**src/verilog/hbridge_pkg.sv**
```systemverilog
// constants shared by the h-bridge control logic
// assumes a single 25 MHz mclk domain; serial pins arrive asynchronously
package hbridge_pkg;
  localparam int CLK_PERIOD_NS = 40;
  // least break-before-make gap at the fastest slew setting
  localparam int DEAD_TIME_NS = 200;
  localparam int DEAD_BASE_CYC =
    (DEAD_TIME_NS + CLK_PERIOD_NS - 1) / CLK_PERIOD_NS;
  localparam int WORD_BITS = 16;
  localparam logic [4:0] FRAME_BITS = 5'h10;
  // command word layout
  localparam int WR_BIT = 15;
  localparam int ADDR_HI = 14;
  localparam int ADDR_LO = 13;
  localparam int DATA_HI = 12;
  // register addresses
  localparam logic [1:0] ADDR_FAULT = 2'h0;
  localparam logic [1:0] ADDR_CONFIG = 2'h1;
  localparam logic [1:0] ADDR_MASK = 2'h2;
  localparam logic [1:0] ADDR_STATE = 2'h3;
  // configuration fields
  localparam int SLEW_LO = 0;
  localparam int SLEW_HI = 2;
  localparam int ILIM_LO = 3;
  localparam int ILIM_HI = 4;
  // values after reset
  localparam logic [15:0] CONFIG_RESET = 16'h0000;
  localparam logic [15:0] MASK_RESET = 16'hFFFF;
  localparam logic [1:0] PREV_ADDR_RESET = 2'h0;
  // synchroniser bit positions
  localparam int SY_SCLK = 0;
  localparam int SY_CS = 1;
  localparam int SY_MOSI = 2;
  localparam int SY_DIRA = 3;
  localparam int SY_DIRB = 4;
  localparam int SY_WAKE = 5;
  localparam int SY_DIS = 6;
  localparam int SY_FAULT = 7;
  localparam int SYNC_W = 23;
endpackage

```
**src/verilog/bridge_gate.sv**
```systemverilog
// gate control for one half-bridge with break-before-make
// assumes enable and dir are already synchronous to clk
`timescale 1ns/1ps
module bridge_gate
  import hbridge_pkg::*;
(
  input wire logic clk,
  input wire logic rstN,
  input wire logic enable,
  input wire logic dir,
  input wire logic [5:0] deadCycles,
  output logic hsOn_r,
  output logic lsOn_r
);
  typedef enum logic [1:0] {OFF, HIGH, LOW, DEAD} gate_e;
  gate_e st_r, st_nxt, target;
  logic [5:0] cnt_r, cnt_nxt;

  always_comb begin
    target = !enable ? OFF : (dir ? HIGH : LOW);
    st_nxt = st_r;
    cnt_nxt = cnt_r;
    case (st_r)
      OFF: begin
        // a side released by disable still waits out the gap
        if (cnt_r != 6'h00) begin
          cnt_nxt = cnt_r - 6'h01;
        end else begin
          st_nxt = target;
        end
      end
      HIGH, LOW: begin
        if (target == OFF) begin
          st_nxt = OFF;
          cnt_nxt = deadCycles - 6'h01;
        end else if (target != st_r) begin
          // both transistors off before the other one turns on
          st_nxt = DEAD;
          cnt_nxt = deadCycles - 6'h01;
        end
      end
      DEAD: begin
        if (target == OFF) begin
          st_nxt = OFF;
        end else if (cnt_r == 6'h00) begin
          st_nxt = target;
        end else begin
          cnt_nxt = cnt_r - 6'h01;
        end
      end
      default: st_nxt = OFF;
    endcase
  end

  always_ff @(posedge clk or negedge rstN) begin
    if (!rstN) begin
      st_r <= OFF;
      cnt_r <= 6'h00;
      hsOn_r <= 1'b0;
      lsOn_r <= 1'b0;
    end else begin
      st_r <= st_nxt;
      cnt_r <= cnt_nxt;
      hsOn_r <= (st_nxt == HIGH);
      lsOn_r <= (st_nxt == LOW);
    end
  end

  a_no_shoot_thru: assert property (@(posedge clk) disable iff (!rstN)
    !(hsOn_r && lsOn_r)) else $error("both transistors on");
  a_gap_after_hs: assert property (@(posedge clk) disable iff (!rstN)
    $fell(hsOn_r) |-> (!lsOn_r)[*5]) else $error("low side on too soon");
  a_gap_after_ls: assert property (@(posedge clk) disable iff (!rstN)
    $fell(lsOn_r) |-> (!hsOn_r)[*5]) else $error("high side on too soon");
  a_tristate_off: assert property (@(posedge clk) disable iff (!rstN)
    !enable |=> !hsOn_r && !lsOn_r) else $error("driven while disabled");
  a_follow_dir: assert property (@(posedge clk) disable iff (!rstN)
    enable && dir && !hsOn_r |-> ##[1:42] (hsOn_r || !enable || !dir))
    else $error("output did not follow direction input");
endmodule // bridge_gate

```
**src/verilog/hbridge_spi_control.sv**
```systemverilog
// serial slave, configuration store and output steering of the driver
// assumes sclk well below mclk/8 so that synchronised edges are seen
`timescale 1ns/1ps
// Functional notes
// - never both transistors of one half-bridge on together
// - slew time follows the slew field of the configuration register
// - each direction input chooses whether its high side or its low side is on
// - direction change passes through a dead gap, no shoot-through
// - wake input low: all four drivers off, sleep state
// - wake input high: leave sleep, normal function
// - disable input high while wake is high: drivers off, standby, not sleep
// - disable input low does not by itself block the outputs
// - slave only, daisy-chainable on one shared chip select
// - sample mosi on sclk fall, change miso on sclk rise
// - words shift out most significant bit first
// - after the 16 status bits, echo mosi bits until chip select rises
// - miso high impedance while chip select high
// - chip select rise commits the shift register as the command
// - chip select fall loads the previously addressed register
// - fault flag pulled low only for faults the mask selects
// - first direction input drives first output, second the second
module hbridge_spi_control
  import hbridge_pkg::*;
(
  input wire logic mclk,
  input wire logic resetn,
  input wire logic sclk,
  input wire logic csN,
  input wire logic mosi,
  output logic misoOut,
  output logic misoOeN,
  input wire logic dirInputA,
  input wire logic dirInputB,
  input wire logic sleepWakeInput,
  input wire logic outputDisableInput,
  input wire logic [15:0] faultStatus,
  output logic faultFlagNOut,
  output logic faultFlagNOeN,
  output logic hsOnA,
  output logic lsOnA,
  output logic hsOnB,
  output logic lsOnB,
  output logic [2:0] slewSel,
  output logic [1:0] currentLimitSel,
  output logic sleepMode,
  output logic standbyMode
);
  logic [SYNC_W-1:0] syncIn, syncOut;
  logic sclkS, csS, mosiS, dirAS, dirBS, wakeS, disS;
  logic [15:0] faultS;
  logic sclkD_r, csD_r;
  logic sclkFall, sclkRise, csFall, csRise;
  logic [15:0] shift_r, shift_nxt;
  logic [4:0] cnt_r, cnt_nxt;
  logic miso_r, miso_nxt;
  logic misoOeN_r, misoOeN_nxt;
  logic [1:0] prevAddr_r, prevAddr_nxt;
  logic [1:0] rdAddr_r, rdAddr_nxt;
  logic [15:0] config_r, config_nxt;
  logic [15:0] mask_r, mask_nxt;
  logic [15:0] faultLatch_r, faultLatch_nxt;
  logic [15:0] faultCap_r, faultCap_nxt;
  logic faultOeN_r, faultOeN_nxt;
  logic faultLow_r;
  logic sleep_r, sleep_nxt;
  logic standby_r, standby_nxt;
  logic [2:0] slew_r;
  logic [1:0] ilim_r;
  logic bridgeEnable;
  logic [5:0] deadCycles;
  logic commitOk;

  // address field of a command word
  function automatic logic [1:0] addrOf(input logic [15:0] w);
    addrOf = w[ADDR_HI:ADDR_LO];
  endfunction

  // gap scales with the slew setting so slow edges finish first
  function automatic logic [5:0] deadCount(input logic [2:0] s);
    deadCount = 6'(DEAD_BASE_CYC) * ({3'h0, s} + 6'h01);
  endfunction

  // word presented for the addressed register
  function automatic logic [15:0] readMux(
    input logic [1:0] a,
    input logic [15:0] flt,
    input logic [15:0] cfg,
    input logic [15:0] msk,
    input logic [4:0] st
  );
    case (a)
      ADDR_FAULT: readMux = flt;
      ADDR_CONFIG: readMux = cfg;
      ADDR_MASK: readMux = msk;
      default: readMux = {11'h000, st};
    endcase
  endfunction

  // select and clock enter inverted so a cleared synchroniser reads
  // their idle high level and no false edge follows reset
  assign syncIn = {faultStatus, outputDisableInput, sleepWakeInput,
                   dirInputB, dirInputA, mosi, ~csN, ~sclk};

  sync2 #(.W(SYNC_W)) u_sync (
    .clk(mclk),
    .rstN(resetn),
    .d(syncIn),
    .q(syncOut)
  );

  assign sclkS = !syncOut[SY_SCLK];
  assign csS = !syncOut[SY_CS];
  assign mosiS = syncOut[SY_MOSI];
  assign dirAS = syncOut[SY_DIRA];
  assign dirBS = syncOut[SY_DIRB];
  assign wakeS = syncOut[SY_WAKE];
  assign disS = syncOut[SY_DIS];
  assign faultS = syncOut[SY_FAULT +: 16];

  // edges are taken from the synchronised copies only
  assign sclkFall = sclkD_r && !sclkS;
  assign sclkRise = !sclkD_r && sclkS;
  assign csFall = csD_r && !csS;
  assign csRise = !csD_r && csS;
  // a frame shorter than one word is ignored on commit
  assign commitOk = csRise && (cnt_r == FRAME_BITS);

  always_ff @(posedge mclk or negedge resetn) begin
    if (!resetn) begin
      sclkD_r <= 1'b1;
      csD_r <= 1'b1;
    end else begin
      sclkD_r <= sclkS;
      csD_r <= csS;
    end
  end

  // serial slave: one shift register serves status out and echo
  always_comb begin
    logic [15:0] loadWord;
    loadWord = readMux(prevAddr_r, faultLatch_r, config_r, mask_r,
                       {sleep_r, standby_r, dirAS, dirBS, !faultOeN_r});
    shift_nxt = shift_r;
    cnt_nxt = cnt_r;
    miso_nxt = miso_r;
    rdAddr_nxt = rdAddr_r;
    faultCap_nxt = faultCap_r;
    misoOeN_nxt = csS;
    if (csFall) begin
      shift_nxt = loadWord;
      cnt_nxt = 5'h00;
      miso_nxt = loadWord[WORD_BITS-1];
      rdAddr_nxt = prevAddr_r;
      faultCap_nxt = faultLatch_r;
    end else if (!csS) begin
      if (sclkFall) begin
        // received bits move toward the top and leave in order
        shift_nxt = {shift_r[14:0], mosiS};
        if (cnt_r != FRAME_BITS) begin
          cnt_nxt = cnt_r + 5'h01;
        end
      end
      if (sclkRise) begin
        miso_nxt = shift_r[WORD_BITS-1];
      end
    end
  end

  always_ff @(posedge mclk or negedge resetn) begin
    if (!resetn) begin
      shift_r <= 16'h0000;
      cnt_r <= 5'h00;
      miso_r <= 1'b0;
      misoOeN_r <= 1'b1;
      rdAddr_r <= PREV_ADDR_RESET;
      faultCap_r <= 16'h0000;
    end else begin
      shift_r <= shift_nxt;
      cnt_r <= cnt_nxt;
      miso_r <= miso_nxt;
      misoOeN_r <= misoOeN_nxt;
      rdAddr_r <= rdAddr_nxt;
      faultCap_r <= faultCap_nxt;
    end
  end

  // command commit and register store
  always_comb begin
    logic [15:0] clr;
    clr = 16'h0000;
    prevAddr_nxt = prevAddr_r;
    config_nxt = config_r;
    mask_nxt = mask_r;
    if (commitOk) begin
      prevAddr_nxt = addrOf(shift_r);
      if (shift_r[WR_BIT]) begin
        case (addrOf(shift_r))
          ADDR_CONFIG: config_nxt = {3'h0, shift_r[DATA_HI:0]};
          ADDR_MASK: mask_nxt = {3'h0, shift_r[DATA_HI:0]};
          default: config_nxt = config_r;
        endcase
      end
      if (rdAddr_r == ADDR_FAULT) begin
        clr = faultCap_r;
      end
    end
    // a fault present now survives its own clear
    faultLatch_nxt = (faultLatch_r & ~clr) | faultS;
    faultOeN_nxt = ~|(faultLatch_r & mask_r);
  end

  always_ff @(posedge mclk or negedge resetn) begin
    if (!resetn) begin
      prevAddr_r <= PREV_ADDR_RESET;
      config_r <= CONFIG_RESET;
      mask_r <= MASK_RESET;
      faultLatch_r <= 16'h0000;
      faultOeN_r <= 1'b1;
      faultLow_r <= 1'b0;
    end else begin
      prevAddr_r <= prevAddr_nxt;
      config_r <= config_nxt;
      mask_r <= mask_nxt;
      faultLatch_r <= faultLatch_nxt;
      faultOeN_r <= faultOeN_nxt;
      faultLow_r <= 1'b0;
    end
  end

  // power modes and drive enable
  always_comb begin
    sleep_nxt = !wakeS;
    standby_nxt = wakeS && disS;
    // disable low only removes its own block, wake still governs
    bridgeEnable = wakeS && !disS;
    deadCycles = deadCount(config_r[SLEW_HI:SLEW_LO]);
  end

  always_ff @(posedge mclk or negedge resetn) begin
    if (!resetn) begin
      sleep_r <= 1'b1;
      standby_r <= 1'b0;
      slew_r <= CONFIG_RESET[SLEW_HI:SLEW_LO];
      ilim_r <= CONFIG_RESET[ILIM_HI:ILIM_LO];
    end else begin
      sleep_r <= sleep_nxt;
      standby_r <= standby_nxt;
      slew_r <= config_r[SLEW_HI:SLEW_LO];
      ilim_r <= config_r[ILIM_HI:ILIM_LO];
    end
  end

  // each direction input steers its own half-bridge
  bridge_gate u_gate_a (
    .clk(mclk),
    .rstN(resetn),
    .enable(bridgeEnable),
    .dir(dirAS),
    .deadCycles(deadCycles),
    .hsOn_r(hsOnA),
    .lsOn_r(lsOnA)
  );

  bridge_gate u_gate_b (
    .clk(mclk),
    .rstN(resetn),
    .enable(bridgeEnable),
    .dir(dirBS),
    .deadCycles(deadCycles),
    .hsOn_r(hsOnB),
    .lsOn_r(lsOnB)
  );

  // miso is a plain push-pull pin gated by its enable
  assign misoOut = miso_r;
  assign misoOeN = misoOeN_r;
  // open drain: the pin only ever pulls low
  assign faultFlagNOut = faultLow_r;
  assign faultFlagNOeN = faultOeN_r;
  assign slewSel = slew_r;
  assign currentLimitSel = ilim_r;
  assign sleepMode = sleep_r;
  assign standbyMode = standby_r;

  a_miso_hiz: assert property (@(posedge mclk) disable iff (!resetn)
    csS ##1 csS |-> misoOeN_r) else $error("miso driven while deselected");
  a_miso_msb: assert property (@(posedge mclk) disable iff (!resetn)
    csFall |=> (misoOut == shift_r[WORD_BITS-1]) && !misoOeN_r)
    else $error("first bit is not the loaded msb");
  a_echo_bit: assert property (@(posedge mclk) disable iff (!resetn)
    !csS && !csFall && sclkRise && (cnt_r == FRAME_BITS)
    |=> (misoOut == shift_r[WORD_BITS-1]) && !misoOeN_r)
    else $error("echo path broken");
  a_commit_cfg: assert property (@(posedge mclk) disable iff (!resetn)
    commitOk && shift_r[WR_BIT] && (addrOf(shift_r) == ADDR_CONFIG)
    |=> config_r == {3'h0, $past(shift_r[DATA_HI:0])})
    else $error("configuration not committed");
  a_short_ignored: assert property (@(posedge mclk) disable iff (!resetn)
    csRise && (cnt_r != FRAME_BITS) |=> $stable(config_r) && $stable(mask_r))
    else $error("short frame changed a register");
  a_fault_flag: assert property (@(posedge mclk) disable iff (!resetn)
    |(faultS & mask_r) |-> ##[1:2] !faultFlagNOeN)
    else $error("masked-in fault not flagged");
  a_fault_masked: assert property (@(posedge mclk) disable iff (!resetn)
    ((faultLatch_r & mask_r) == 16'h0000) |=> faultFlagNOeN)
    else $error("fault flag without selected fault");
  a_sleep_off: assert property (@(posedge mclk) disable iff (!resetn)
    !wakeS |-> ##[1:2] (sleepMode && !hsOnA && !lsOnA && !hsOnB && !lsOnB))
    else $error("drivers on in sleep");
  a_standby: assert property (@(posedge mclk) disable iff (!resetn)
    wakeS && disS |=> standbyMode && !sleepMode)
    else $error("disable did not give standby");
  a_wake_on: assert property (@(posedge mclk) disable iff (!resetn)
    wakeS |=> !sleepMode) else $error("awake but still asleep");
  a_disable_off: assert property (@(posedge mclk) disable iff (!resetn)
    disS |=> !hsOnA && !lsOnA && !hsOnB && !lsOnB)
    else $error("drivers on while disabled");
  a_slew_follow: assert property (@(posedge mclk) disable iff (!resetn)
    $stable(config_r) ##1 $stable(config_r)
    |-> (slewSel == config_r[SLEW_HI:SLEW_LO]))
    else $error("slew output does not follow configuration");
  a_mask_commit: assert property (@(posedge mclk) disable iff (!resetn)
    commitOk && shift_r[WR_BIT] && (addrOf(shift_r) == ADDR_MASK)
    |=> mask_r == {3'h0, shift_r[DATA_HI:0]})
    else $error("mask not committed");
  a_short_ptr: assert property (@(posedge mclk) disable iff (!resetn)
    csRise && (cnt_r != FRAME_BITS) |=> $stable(prevAddr_r))
    else $error("short frame moved the read pointer");
  a_load_cfg: assert property (@(posedge mclk) disable iff (!resetn)
    csFall && (prevAddr_r == ADDR_CONFIG) |=> shift_r == config_r)
    else $error("configuration not loaded on select");
  a_flag_low: assert property (@(posedge mclk) disable iff (!resetn)
    faultFlagNOut == 1'b0) else $error("open-drain flag drives high");

  c_cfg_write: cover property (@(posedge mclk) disable iff (!resetn)
    commitOk && shift_r[WR_BIT] && (addrOf(shift_r) == ADDR_CONFIG));
  c_fault_low: cover property (@(posedge mclk) disable iff (!resetn)
    $fell(faultFlagNOeN));
  c_dir_swap: cover property (@(posedge mclk) disable iff (!resetn)
    $fell(hsOnA) ##[1:45] lsOnA);
  c_echo: cover property (@(posedge mclk) disable iff (!resetn)
    !csS && sclkRise && (cnt_r == FRAME_BITS));
  c_short_frame: cover property (@(posedge mclk) disable iff (!resetn)
    csRise && (cnt_r != FRAME_BITS));
endmodule // hbridge_spi_control

```
**src/verilog/sync2.sv**
```systemverilog
// two flip-flop synchroniser, one chain per bit
// assumes the inputs are asynchronous to clk; only q may be read
`timescale 1ns/1ps
module sync2 #(
  parameter int W = 1
) (
  input wire logic clk,
  input wire logic rstN,
  input wire logic [W-1:0] d,
  output logic [W-1:0] q
);
  logic [W-1:0] meta_r;

  genvar i;
  generate
    for (i = 0; i < W; i++) begin : g_bit
      always_ff @(posedge clk or negedge rstN) begin
        if (!rstN) begin
          meta_r[i] <= 1'b0;
          q[i] <= 1'b0;
        end else begin
          meta_r[i] <= d[i];
          q[i] <= meta_r[i];
        end
      end
    end
  endgenerate
endmodule // sync2
```
**config.mk**
```make
export PLATFORM = sky130hd
export DESIGN_NAME = hbridge_spi_control
export DESIGN_NICKNAME = d
export VERILOG_FILES = /design/src/verilog/hbridge_pkg.sv /design/src/verilog/bridge_gate.sv /design/src/verilog/hbridge_spi_control.sv /design/src/verilog/sync2.sv
export SDC_FILE = /design/constraint.sdc
export NUM_CORES = 1
export LEC_CHECK = 0
export BUFFER_PORTS_ARGS = -buffer_cell sky130_fd_sc_hd__buf_2
export CORE_MARGIN = 3
export CORE_UTILIZATION = 50
export CTS_CLUSTER_SIZE = 20
export DETAILED_ROUTE_END_ITERATION = 8
export HOLD_SLACK_MARGIN = 0.02
export PLACE_DENSITY = 0.68
export SLEW_MARGIN = 15
export SYNTH_ARGS = -nofsm -noshare
export SYNTH_HDL_FRONTEND = slang
export SYNTH_SLANG_ARGS = --single-unit
export TNS_END_PERCENT = 10
```
**constraint.sdc**
```tcl
create_clock -name mclk -period 3.7 [get_ports mclk]
set_input_delay 0.555 -clock mclk [delete_from_list [all_inputs] [get_ports mclk]]
set_output_delay 0.555 -clock mclk [all_outputs]
set_load 0.1 [all_outputs]
```
==> impl_metrics.json, run 1 <==
{
  "clock_latency_ps": 430,
  "vias": 4281,
  "timing.setup.tns_ps": 0,
  "crit_slowest_cell": "dfrtp_1",
  "grtUsageTotal_pct": 18.7,
  "core_area_mm2": 0.0129,
  "pwr-share-seq_pct": 46.3,
  "synthesis.nets": 594,
  "clkPwrFrac_pct": 40.1,
  "grt_overflow": 0,
  "worst_pin_slew_ps": 931,
  "final_nets": 629,
  "grt_max_degree": 103,
  "maxCapViolations": 0,
  "wl_mm": 12.6,
  "ios": 40,
  "syn_to_final_growth_pct": 14.3,
  "placed_cell_area_mm2": 0.00710,
  "dp_cells": 743,
  "final_cell_area_mm2": 0.00772,
  "p_comb_share_pct": 13.6,
  "fp.dieW_um": 122,
  "fin_crit_ps": 2580,
  "synthDistinctLibCells": 53,
  "hpwl_mm": 8.15,
  "power_density_mw_per_mm2": 575,
  "vdd_drop_max_v": 0.000558,
  "critPathLaunchType": "register",
  "critPathKind": "reg2reg",
  "gp_congestion": 0.787,
  "finalSetupViolCount": 0,
  "syn_inst": 555,
  "synth.area.top_cells": "dfrtp_1, mux2_2, dfstp_2",
  "crit_chain": "ha_1, xor2_1, ha_1, ha_1, a21o_1, a21oi_1, xnor2_1, xnor2_1, a311oi_1",
  "synth_warnings": 0,
  "cp.arrival_ps": 2910,
  "cp_max_fo": 10,
  "finalPower_mw": 4.44,
  "drive_gt1_share_pct": 24.9,
  "die-height_um": 122,
  "die-area_mm2": 0.0149,
  "slowest_delay_ps": 500,
  "syn_area_mm2": 0.00675,
  "viasPerCell": 5.52,
  "switching_share_pct": 27.5,
  "initial_utilization_pct": 52.2,
  "worstHoldPathType": "in2async",
  "ctsHoldBuffers": 0,
  "drt-wirelength-per-cell_um": 16.3,
  "maxSlewHeadroom_pct": 37.9,
  "final_antenna_net_count": 0,
  "io_buffers": 38,
  "cp-end-kind": "register",
  "clock_sinks": 161,
  "antenna_found_initial": 0,
  "post-route-util_pct": 59.7,
  "post_cts_resized": 0,
  "yosysSeqAreaShare_pct": 60.0,
  "worst_ep_required_time_ps": 4030,
  "synth_most_common_cell": "dfrtp_1",
  "synth_area_leader_cell": "dfrtp_1",
  "clk_pin_slew_worst_paths_ps": 60,
  "grt_pass1_vias": 4251,
  "drc": 0,
  "synth_top_area_share_pct": 53.0,
  "critPathBufInv": 0,
  "min_period_over_period_pct": 69.8,
  "yosys_most_used_dff": "dfrtp_1",
  "synth_common_cells": "dfrtp_1, nand2_1, mux2_2",
  "slew_viol_final": 0,
  "clockBufferDepth": 2,
  "htree_levels": 4,
  "outcome": "completed",
  "drt_iter0_drc": 289,
  "grt_pass1_wl_mm": 21.3,
  "fin_cells": 775,
  "rows": 41,
  "cts-root-buf": "clkbuf_16",
  "antenna_cells": 0,
  "cts_tree": "done",
  "rsz0062_at_grt": "false",
  "crit_top_cell": "ha_1",
  "synth_edf_count": 0,
  "power_leakage_nw": 3.47,
  "ys_ff_latch": 161,
  "syn_area_per_cell_um2": 12.2,
  "critical_path.top_delay_family": "adder cells",
  "p_int_mw": 3.22,
  "drt_pass1_iterations": 4,
  "switchingPower_mw": 1.22,
  "synth_async_sr_flop_share_pct": 100,
  "timing.clock.skew_ps": 11.1,
  "cts_setup_buffers": 0,
  "nFillCells": 1077,
  "cts_buffers": 17,
  "final_hold_viol_count": 0,
  "timing.fmax_mhz": 387
}
==> through the flow <==
| step | setup slack (ps) | hold WS [ps] |
|---|---|---|
| 2_1_floorplan | 1350 | 259 |
| 3_3_place_gp | 1290 | 332 |
| 3_5_place_dp | 1110 | 336 |
| 4_1_cts | 1130 | 213 |
| 5_1_grt | 955 | 205 |
| 6_report | 1120 | 217 |
==> layer usage <==
layer / part of all wire, % / vias to the layer above / global-route usage [%]
li1: - / 2014 / -
met1: 48 / 2154 / 26.1
met2: 46 / 94 / 27.6
met3: 4.9 / 19 / 5.99
met4: 1.4 / 0 / 7.00
met5: 0 / - / 0
==> worst paths after layout <==
path / startpoint / endpoint / slack [ps] / cells after the start
max in group asynchronous: resetn / mask_r[10] / 2580 / 2
min reg2reg: u_sync.meta_r[17] / u_sync.q[17] / 350 / 0
max reg2reg: config_r[0] / u_gate_a.cnt_r[4] / 1120 / 9
min in group mclk: faultStatus[2] / u_sync.meta_r[9] / 230 / 1
max: config_r[0] / u_gate_a.cnt_r[4] / 1120 / 9
min: resetn / u_gate_b.cnt_r[2] / 220 / 1
==> power by group through the flow <==
stage	Sequential, mW	Clock (mW)	Combinational [mW]
after floorplan	2.10	0	0.403
after global placement	2.07	0	0.569
after detailed placement	2.08	0	0.604
after CTS	2.05	1.82	0.607
after global routing	2.08	1.91	0.678
final	2.06	1.78	0.604
==> cell families (layout without fill, tap and decap cells) <==
family / Yosys count / in the layout / share of synthesized area [%]
AO/OA/AOI/OAI: 117 / 117 / 11.4
buffers and inverters: 53 / 101 / 3.13
adder cells (fa/ha/maj): 14 / 14 / 2.71
AND/OR/NAND/NOR: 134 / 134 / 10.3
multiplexers: 64 / 64 / 11.0
flip-flops: 161 / 161 / 60.0
XOR/XNOR: 11 / 11 / 1.43
other: 1 / 1 / 0.0555
==> area by class of cell <==
cell class	instances	area [µm²]	share of cell area, %
clock buffers	20	467	6.05
flip-flops and latches	161	4050	52.5
clock inverters	12	148	1.91
repair buffers	44	254	3.29
multi-input cells	341	2490	32.3
inverters	25	93.8	1.22
well taps	172	215	2.79
==> worst register-to-register path, delay by kind of cell, from the launching register on <==
family	cells	cell delay (ps)
AOI/OAI and AO/OA	3	640
adders and majority gates	3	900
DFF	1	500
xor gates and xnor gates	3	450
==> sequential cells by signal, summed over array words and instances (netlist names), 6 cells and up <==
| register | count |
|---|---|
| faultCap_r | 16 |
| u_gate_b.cnt_r | 6 |
| shift_r | 16 |
| u_sync.meta_r | 23 |
| u_sync.q | 23 |
| config_r | 13 |
| mask_r | 14 |
| faultLatch_r | 16 |
| u_gate_a.cnt_r | 6 |
==> layout by cell type, fill, tap and decap left out, types with 13 or more instances in the layout <==
cell and instances:
a21o_1 19, a21oi_1 22, buf_2 37, clkbuf_16 17, dfrtp_1 143, dfstp_2 18
ha_1 13, inv_1 25, mux2_2 44, mux2i_1 16, nand2_1 53, nand3_1 13
nor2_1 20, o21ai_0 35
(Power assumes the default switching activity.)
==> run 2: changes to the inputs <==
- PLACE_DENSITY: 0.68 -> 0.7
- clock period: 3.7 -> 2.2 ns (I/O delays scaled with it)
==> run 2 against run 1 <==
  * The flow now finishes with violations (negative setup slack)
  * Critical path depth did not move
  * Design area grew 7.0%
  * Sequential share of layout area is 3.4 points lower
  * Worst setup slack got worse by 1100 ps
  * Register-to-register slack got worse by 1100 ps
  * Count of clock-buffer cells in the layout up 3
  * Global-route usage rose by 0.57 points
  * Fmax rose by 16%
  * Largest power group unchanged
==> impl_metrics.json, run 2 (same netlist as run 1, synthesis figures left out) <==
{
  "outcome": "complete, but fails checks",
  "violations": "negative setup slack",
  "worstHoldPathType": "in2reg",
  "critPathLaunchType": "register",
  "initial_utilization_pct": 52.2,
  "critical_path.top_delay_family": "adder cells",
  "nFillCells": 1014,
  "grtUsageMet1_pct": 26.7,
  "drive_gt1_share_pct": 29.2,
  "worst_pin_slew_ps": 620,
  "fin_cells": 833,
  "pre_cts_slack_ps": -266,
  "grt_overflow": 0,
  "grt_pass1_vias": 4564,
  "r2r_cells": 9,
  "timing.fmax_mhz": 449,
  "rows": 41,
  "cp-end-kind": "register",
  "hpwl_mm": 8.82,
  "vias": 4501,
  "drt_pass1_iterations": 4,
  "htree_levels": 4,
  "clockBufferDepth": 2,
  "maxSlewHeadroom_pct": 58.6,
  "finalSetupViolCount": 2,
  "grt_max_degree": 65,
  "grtUsageTotal_pct": 19.3,
  "timing.clock.skew_ps": 8.07,
  "crit_chain": "ha_2, xor2_1, ha_1, ha_1, a21o_1, a21oi_2, xnor2_1, xnor2_1, a311oi_1",
  "viasPerCell": 5.40,
  "final_cell_area_mm2": 0.00826,
  "final_hold_viol_count": 0,
  "drt-wirelength-per-cell_um": 16.2,
  "critPathBufInv": 0,
  "syn_to_final_growth_pct": 22.3,
  "maxCapViolations": 0,
  "worst_ep_required_time_ps": 2520,
  "clock_sinks": 161,
  "post-route-util_pct": 63.9,
  "finalPower_mw": 7.42,
  "cp_max_fo": 2,
  "power_density_mw_per_mm2": 899,
  "io_buffers": 38,
  "wl_mm": 13.5,
  "cp.arrival_ps": 2550,
  "final_nets": 687,
  "hold_slack_ps": 52.8,
  "worstHoldPathCells": 2,
  "clk_pin_slew_worst_paths_ps": 60,
  "met3_usage_pct": 4.52,
  "core_area_mm2": 0.0129,
  "top_usage_layer": "met2",
  "grt_pass1_wl_mm": 22.5,
  "grtUsageMet2_pct": 30.7,
  "layout_commonest_cell": "dfrtp_1",
  "ios": 40,
  "cts_buffers": 17,
  "fp.dieW_um": 122,
  "dp_cells": 779,
  "slowest_delay_ps": 380,
  "critPathKind": "reg2reg",
  "cts_tree": "done",
  "gp_congestion": 0.784,
  "die-height_um": 122,
  "timing.setup.tns_ps": -50.1,
  "rsz0062_at_grt": "true",
  "drc": 0,
  "drt_iter0_drc": 317,
  "die-area_mm2": 0.0149,
  "power_leakage_nw": 3.73,
  "path_depth": 9,
  "placed_cell_area_mm2": 0.00740,
  "antenna_found_initial": 0,
  "final_antenna_net_count": 0,
  "cts-root-buf": "clkbuf_16",
  "finalWorstSetupSlack_ps": -26.2,
  "antenna_cells": 0,
  "final_cell_mix": "dfrtp_1, nand2_1, mux2_2",
  "clock_latency_ps": 420,
  "crit_slowest_cell": "dfrtp_1",
  "slew_viol_final": 0,
  "min_period_over_period_pct": 101,
  "reg_top3": "u_sync.meta_r (23), u_sync.q (23)",
  "fin_crit_ps": 2230,
  "vdd_drop_max_v": 0.000620
}
run 2: final timing paths:
check                             startpoint                end  slack, ps
hold / removal                           csN   u_sync.meta_r[1]         50
setup reg to reg                 config_r[0]  u_gate_a.cnt_r[4]        -30
hold reg to reg            u_sync.meta_r[21]       u_sync.q[21]        340
max in group asynchronous             resetn          mask_r[2]       1010
min in group asynchronous             resetn  u_gate_b.cnt_r[2]        490
setup / recovery                 config_r[0]  u_gate_a.cnt_r[4]        -30
run 2: timing repair:
action	4_1_cts	5_1_grt
hold buffers	21	1
setup buffers	0	0
setup endpoints to repair	10	13
pin swaps	3	0
hold endpoints to repair	74	1
resized for setup	6	7
run 2: area by class of cell:
| cell class | instances | area, µm² | area share [%] |
|---|---|---|---|
| clock buffer | 23 | 488 | 5.91 |
| clock inverter | 9 | 71.3 | 0.863 |
| inverter | 25 | 93.8 | 1.14 |
| multi-input combinational | 341 | 2570 | 31.1 |
| sequential | 161 | 4060 | 49.1 |
| tap | 172 | 215 | 2.61 |
| timing repair buffer | 102 | 769 | 9.32 |
run 2: power by group:
part	switching [mW]	leakage (nW)	internal [mW]	total (mW)
Combinational	0.682	1.60	0.537	1.22
Clock	1.18	0.267	1.58	2.76
Sequential	0.224	1.86	3.22	3.45
Total	2.09	3.73	5.34	7.42
run 2: routing by layer:
metal	share of wire, %	up-vias
met5	0	-
met2	48	88
met1	47	2269
met4	1.1	0
met3	3.8	12
li1	-	2132
==> run 3: changes to the inputs <==
- ABC_AREA: not set -> 1
- TNS_END_PERCENT: 10 -> 30
==> run 3 against run 2 <==
  * The run still ends with negative setup slack left
  * Largest power group unchanged
  * Non-clock buffer count fell by 24
  * Hold slack got worse by 15 ps
  * Clock skew rose by 3.3 ps
  * Synthesized area rose by 2.9%
  * Total power rose by 11%
  * Combinational power rose by 54%
  * Synthesized cell count rose by 33%
  * Sequential cell count did not move
  * Die area rose by 2.8%
  * Sequential power barely moved
  * Via count rose by 18%
  * Cell count rose by 20%
==> impl_metrics.json, run 3 <==
{
  "outcome": "complete, but fails checks",
  "violations": "negative setup slack",
  "reg_top3": "u_sync.meta_r (23), u_sync.q (23)",
  "grt_max_degree": 52,
  "worst_ep_required_time_ps": 2520,
  "drt_iter0_drc": 387,
  "ios": 40,
  "gp_congestion": 0.849,
  "clockBufferDepth": 2,
  "critPathBufInv": 2,
  "die-area_mm2": 0.0153,
  "fin_cells": 1003,
  "clock_latency_ps": 430,
  "r2r_cells": 13,
  "synthesis.nets": 775,
  "cp_max_fo": 3,
  "vdd_drop_max_v": 0.000671,
  "wl_met2_mm": 7.52,
  "timing.setup.tns_ps": -80.5,
  "cts_buffers": 17,
  "final_hold_viol_count": 0,
  "min_period_over_period_pct": 102,
  "final_cell_mix": "nand2_1, dfrtp_1, inv_1",
  "worst_pin_slew_ps": 554,
  "slew_viol_final": 0,
  "p_int_mw": 5.42,
  "placed_cell_area_mm2": 0.00735,
  "critPathLaunchType": "register",
  "syn_area_per_cell_um2": 9.44,
  "fin_crit_ps": 2240,
  "viasPerCell": 5.30,
  "cts-root-buf": "clkbuf_16",
  "drive_gt1_share_pct": 18.4,
  "switching_share_pct": 34.2,
  "rows": 42,
  "drt_pass1_iterations": 5,
  "pwr-share-seq_pct": 42.0,
  "cp-end-kind": "register",
  "final_nets": 853,
  "dp_cells": 941,
  "wirelength_met1_mm": 6.69,
  "grtUsageTotal_pct": 20.8,
  "min_from": "csN",
  "worstHoldPathType": "in2reg",
  "hold_slack_ps": 37.5,
  "crit_start": "config_r[1]",
  "synth_top_area_share_pct": 51.5,
  "timing.fmax_mhz": 446,
  "cts_tree": "done",
  "clkPwrFrac_pct": 35.2,
  "wl_met3_um": 560,
  "hpwl_mm": 9.94,
  "drt-wirelength-per-cell_um": 15.1,
  "final_antenna_net_count": 0,
  "power_density_mw_per_mm2": 996,
  "switchingPower_mw": 2.82,
  "antenna_cells": 0,
  "slowest_delay_ps": 440,
  "critical_path.top_delay_family": "simple AND/OR/NAND/NOR gates",
  "grt_pass1_vias": 5298,
  "timing.clock.skew_ps": 11.3,
  "p_comb_share_pct": 22.9,
  "finalSetupViolCount": 2,
  "wl_mm": 15.1,
  "drc": 0,
  "critPathKind": "reg2reg",
  "die-height_um": 124,
  "maxCapViolations": 0,
  "power_leakage_nw": 4.00,
  "crit_chain": "inv_2, ha_4, xnor2_4, xor2_1, ha_1, nand2_1, nand2_1, nor2_1, inv_1, nand3_1, nand3_1, nand2_1, nand2_1",
  "top_layer": "met4",
  "initial_utilization_pct": 51.9,
  "reg2reg_from": "config_r[1]",
  "crit_slowest_cell": "dfrtp_1",
  "synth_async_sr_flop_share_pct": 100,
  "layout_commonest_cell": "nand2_1",
  "worstHoldPathCells": 2,
  "yosys_most_used_dff": "dfrtp_1",
  "crit_top_cell": "nand2_1",
  "finalPower_mw": 8.24,
  "pre_cts_slack_ps": -15.5,
  "ys_ff_latch": 161,
  "vias": 5314,
  "antenna_found_initial": 0,
  "yosysSeqAreaShare_pct": 58.3,
  "core_area_mm2": 0.0134,
  "synth_area_leader_cell": "dfrtp_1",
  "grt_overflow": 0,
  "post-route-util_pct": 61.7,
  "syn_to_final_growth_pct": 19.0,
  "synthDistinctLibCells": 39,
  "path_depth": 13,
  "syn_area_mm2": 0.00695,
  "htree_levels": 4,
  "finalWorstSetupSlack_ps": -43.3,
  "syn_inst": 736,
  "cp.arrival_ps": 2570,
  "clk_pin_slew_worst_paths_ps": 70,
  "synth_common_cells": "nand2_1, dfrtp_1, inv_1",
  "synth_warnings": 0,
  "io_buffers": 38,
  "grt_pass1_wl_mm": 24.8,
  "clock_sinks": 161,
  "synth_edf_count": 0,
  "synth.area.top_cells": "dfrtp_1, nand2_1, dfstp_2",
  "fp.dieW_um": 124,
  "synth_most_common_cell": "nand2_1",
  "maxSlewHeadroom_pct": 63.0,
  "final_cell_area_mm2": 0.00827
}
-- run 3: changes by cell type after synthesis, moves of 8 or more --
| cell | previous run | this run |
|---|---|---|
| mux2_2 | 44 | 0 |
| inv_1 | 25 | 87 |
| clkbuf_1 | 22 | 6 |
| nand2_1 | 53 | 183 |
| a2bb2oi_1 | 8 | 0 |
| mux2i_1 | 16 | 1 |
| o211ai_1 | 0 | 11 |
| o21ai_0 | 35 | 76 |
| inv_2 | 0 | 9 |
| o21ai_2 | 0 | 13 |
| nand3_1 | 13 | 52 |
-- run 3: metal layers --
metal / vias up / GRT usage [%]
met5: - / 0
met4: 0 / 7.39
met3: 29 / 5.22
met2: 122 / 34.7
met1: 2600 / 26.6
li1: 2563 / -
-- run 3: power by group through the flow --
stage	Clock, mW	Sequential (mW)	Combinational (mW)
floorplan	0	3.71	1.17
global placement	0	3.50	1.79
detailed placement	0	3.51	1.85
CTS	2.95	3.46	1.89
global route	3.09	3.49	2.14
finish	2.90	3.46	1.88
-- run 3: repair_timing --
item | CTS | global route
endpoints found under the setup margin | 3 | 6
gates resized for setup | 1 | 11
pin swaps | 0 | 4
endpoints found under the hold margin | 65 | 0
buffers inserted | 1 | 6
hold buffers | 23 | 0
-- run 3: final timing paths --
| check | end | slack [ps] |
|---|---|---|
| setup / recovery | u_gate_b.cnt_r[4] | -40 |
| hold / removal | u_sync.meta_r[1] | 40 |
| setup reg to reg | u_gate_b.cnt_r[4] | -40 |
| hold reg to reg | u_sync.q[21] | 340 |
| max in group asynchronous | mask_r[11] | 1060 |
| min in group asynchronous | cnt_r[2] | 420 |
-- run 3: final cells by class --
| cell class | instances | area (µm²) |
|---|---|---|
| clock buffers | 18 | 439 |
| clock inverters | 14 | 160 |
| fillers | 1101 | 5130 |
| inverters | 96 | 360 |
| multi-input cells | 460 | 2460 |
| flip-flops and latches | 161 | 4050 |
| well taps | 176 | 220 |
| repair buffers | 78 | 579 |
-- run 3: cells by family after synthesis --
family,count (synthesis),synth area share (%)
buf+inv,115,7.15
other cells,1,0.0540
mux,1,0.144
compound gates,156,13.5
xor+xnor,5,0.630
simple gates,283,17.6
flops,161,58.3
fa+ha+maj,14,2.63
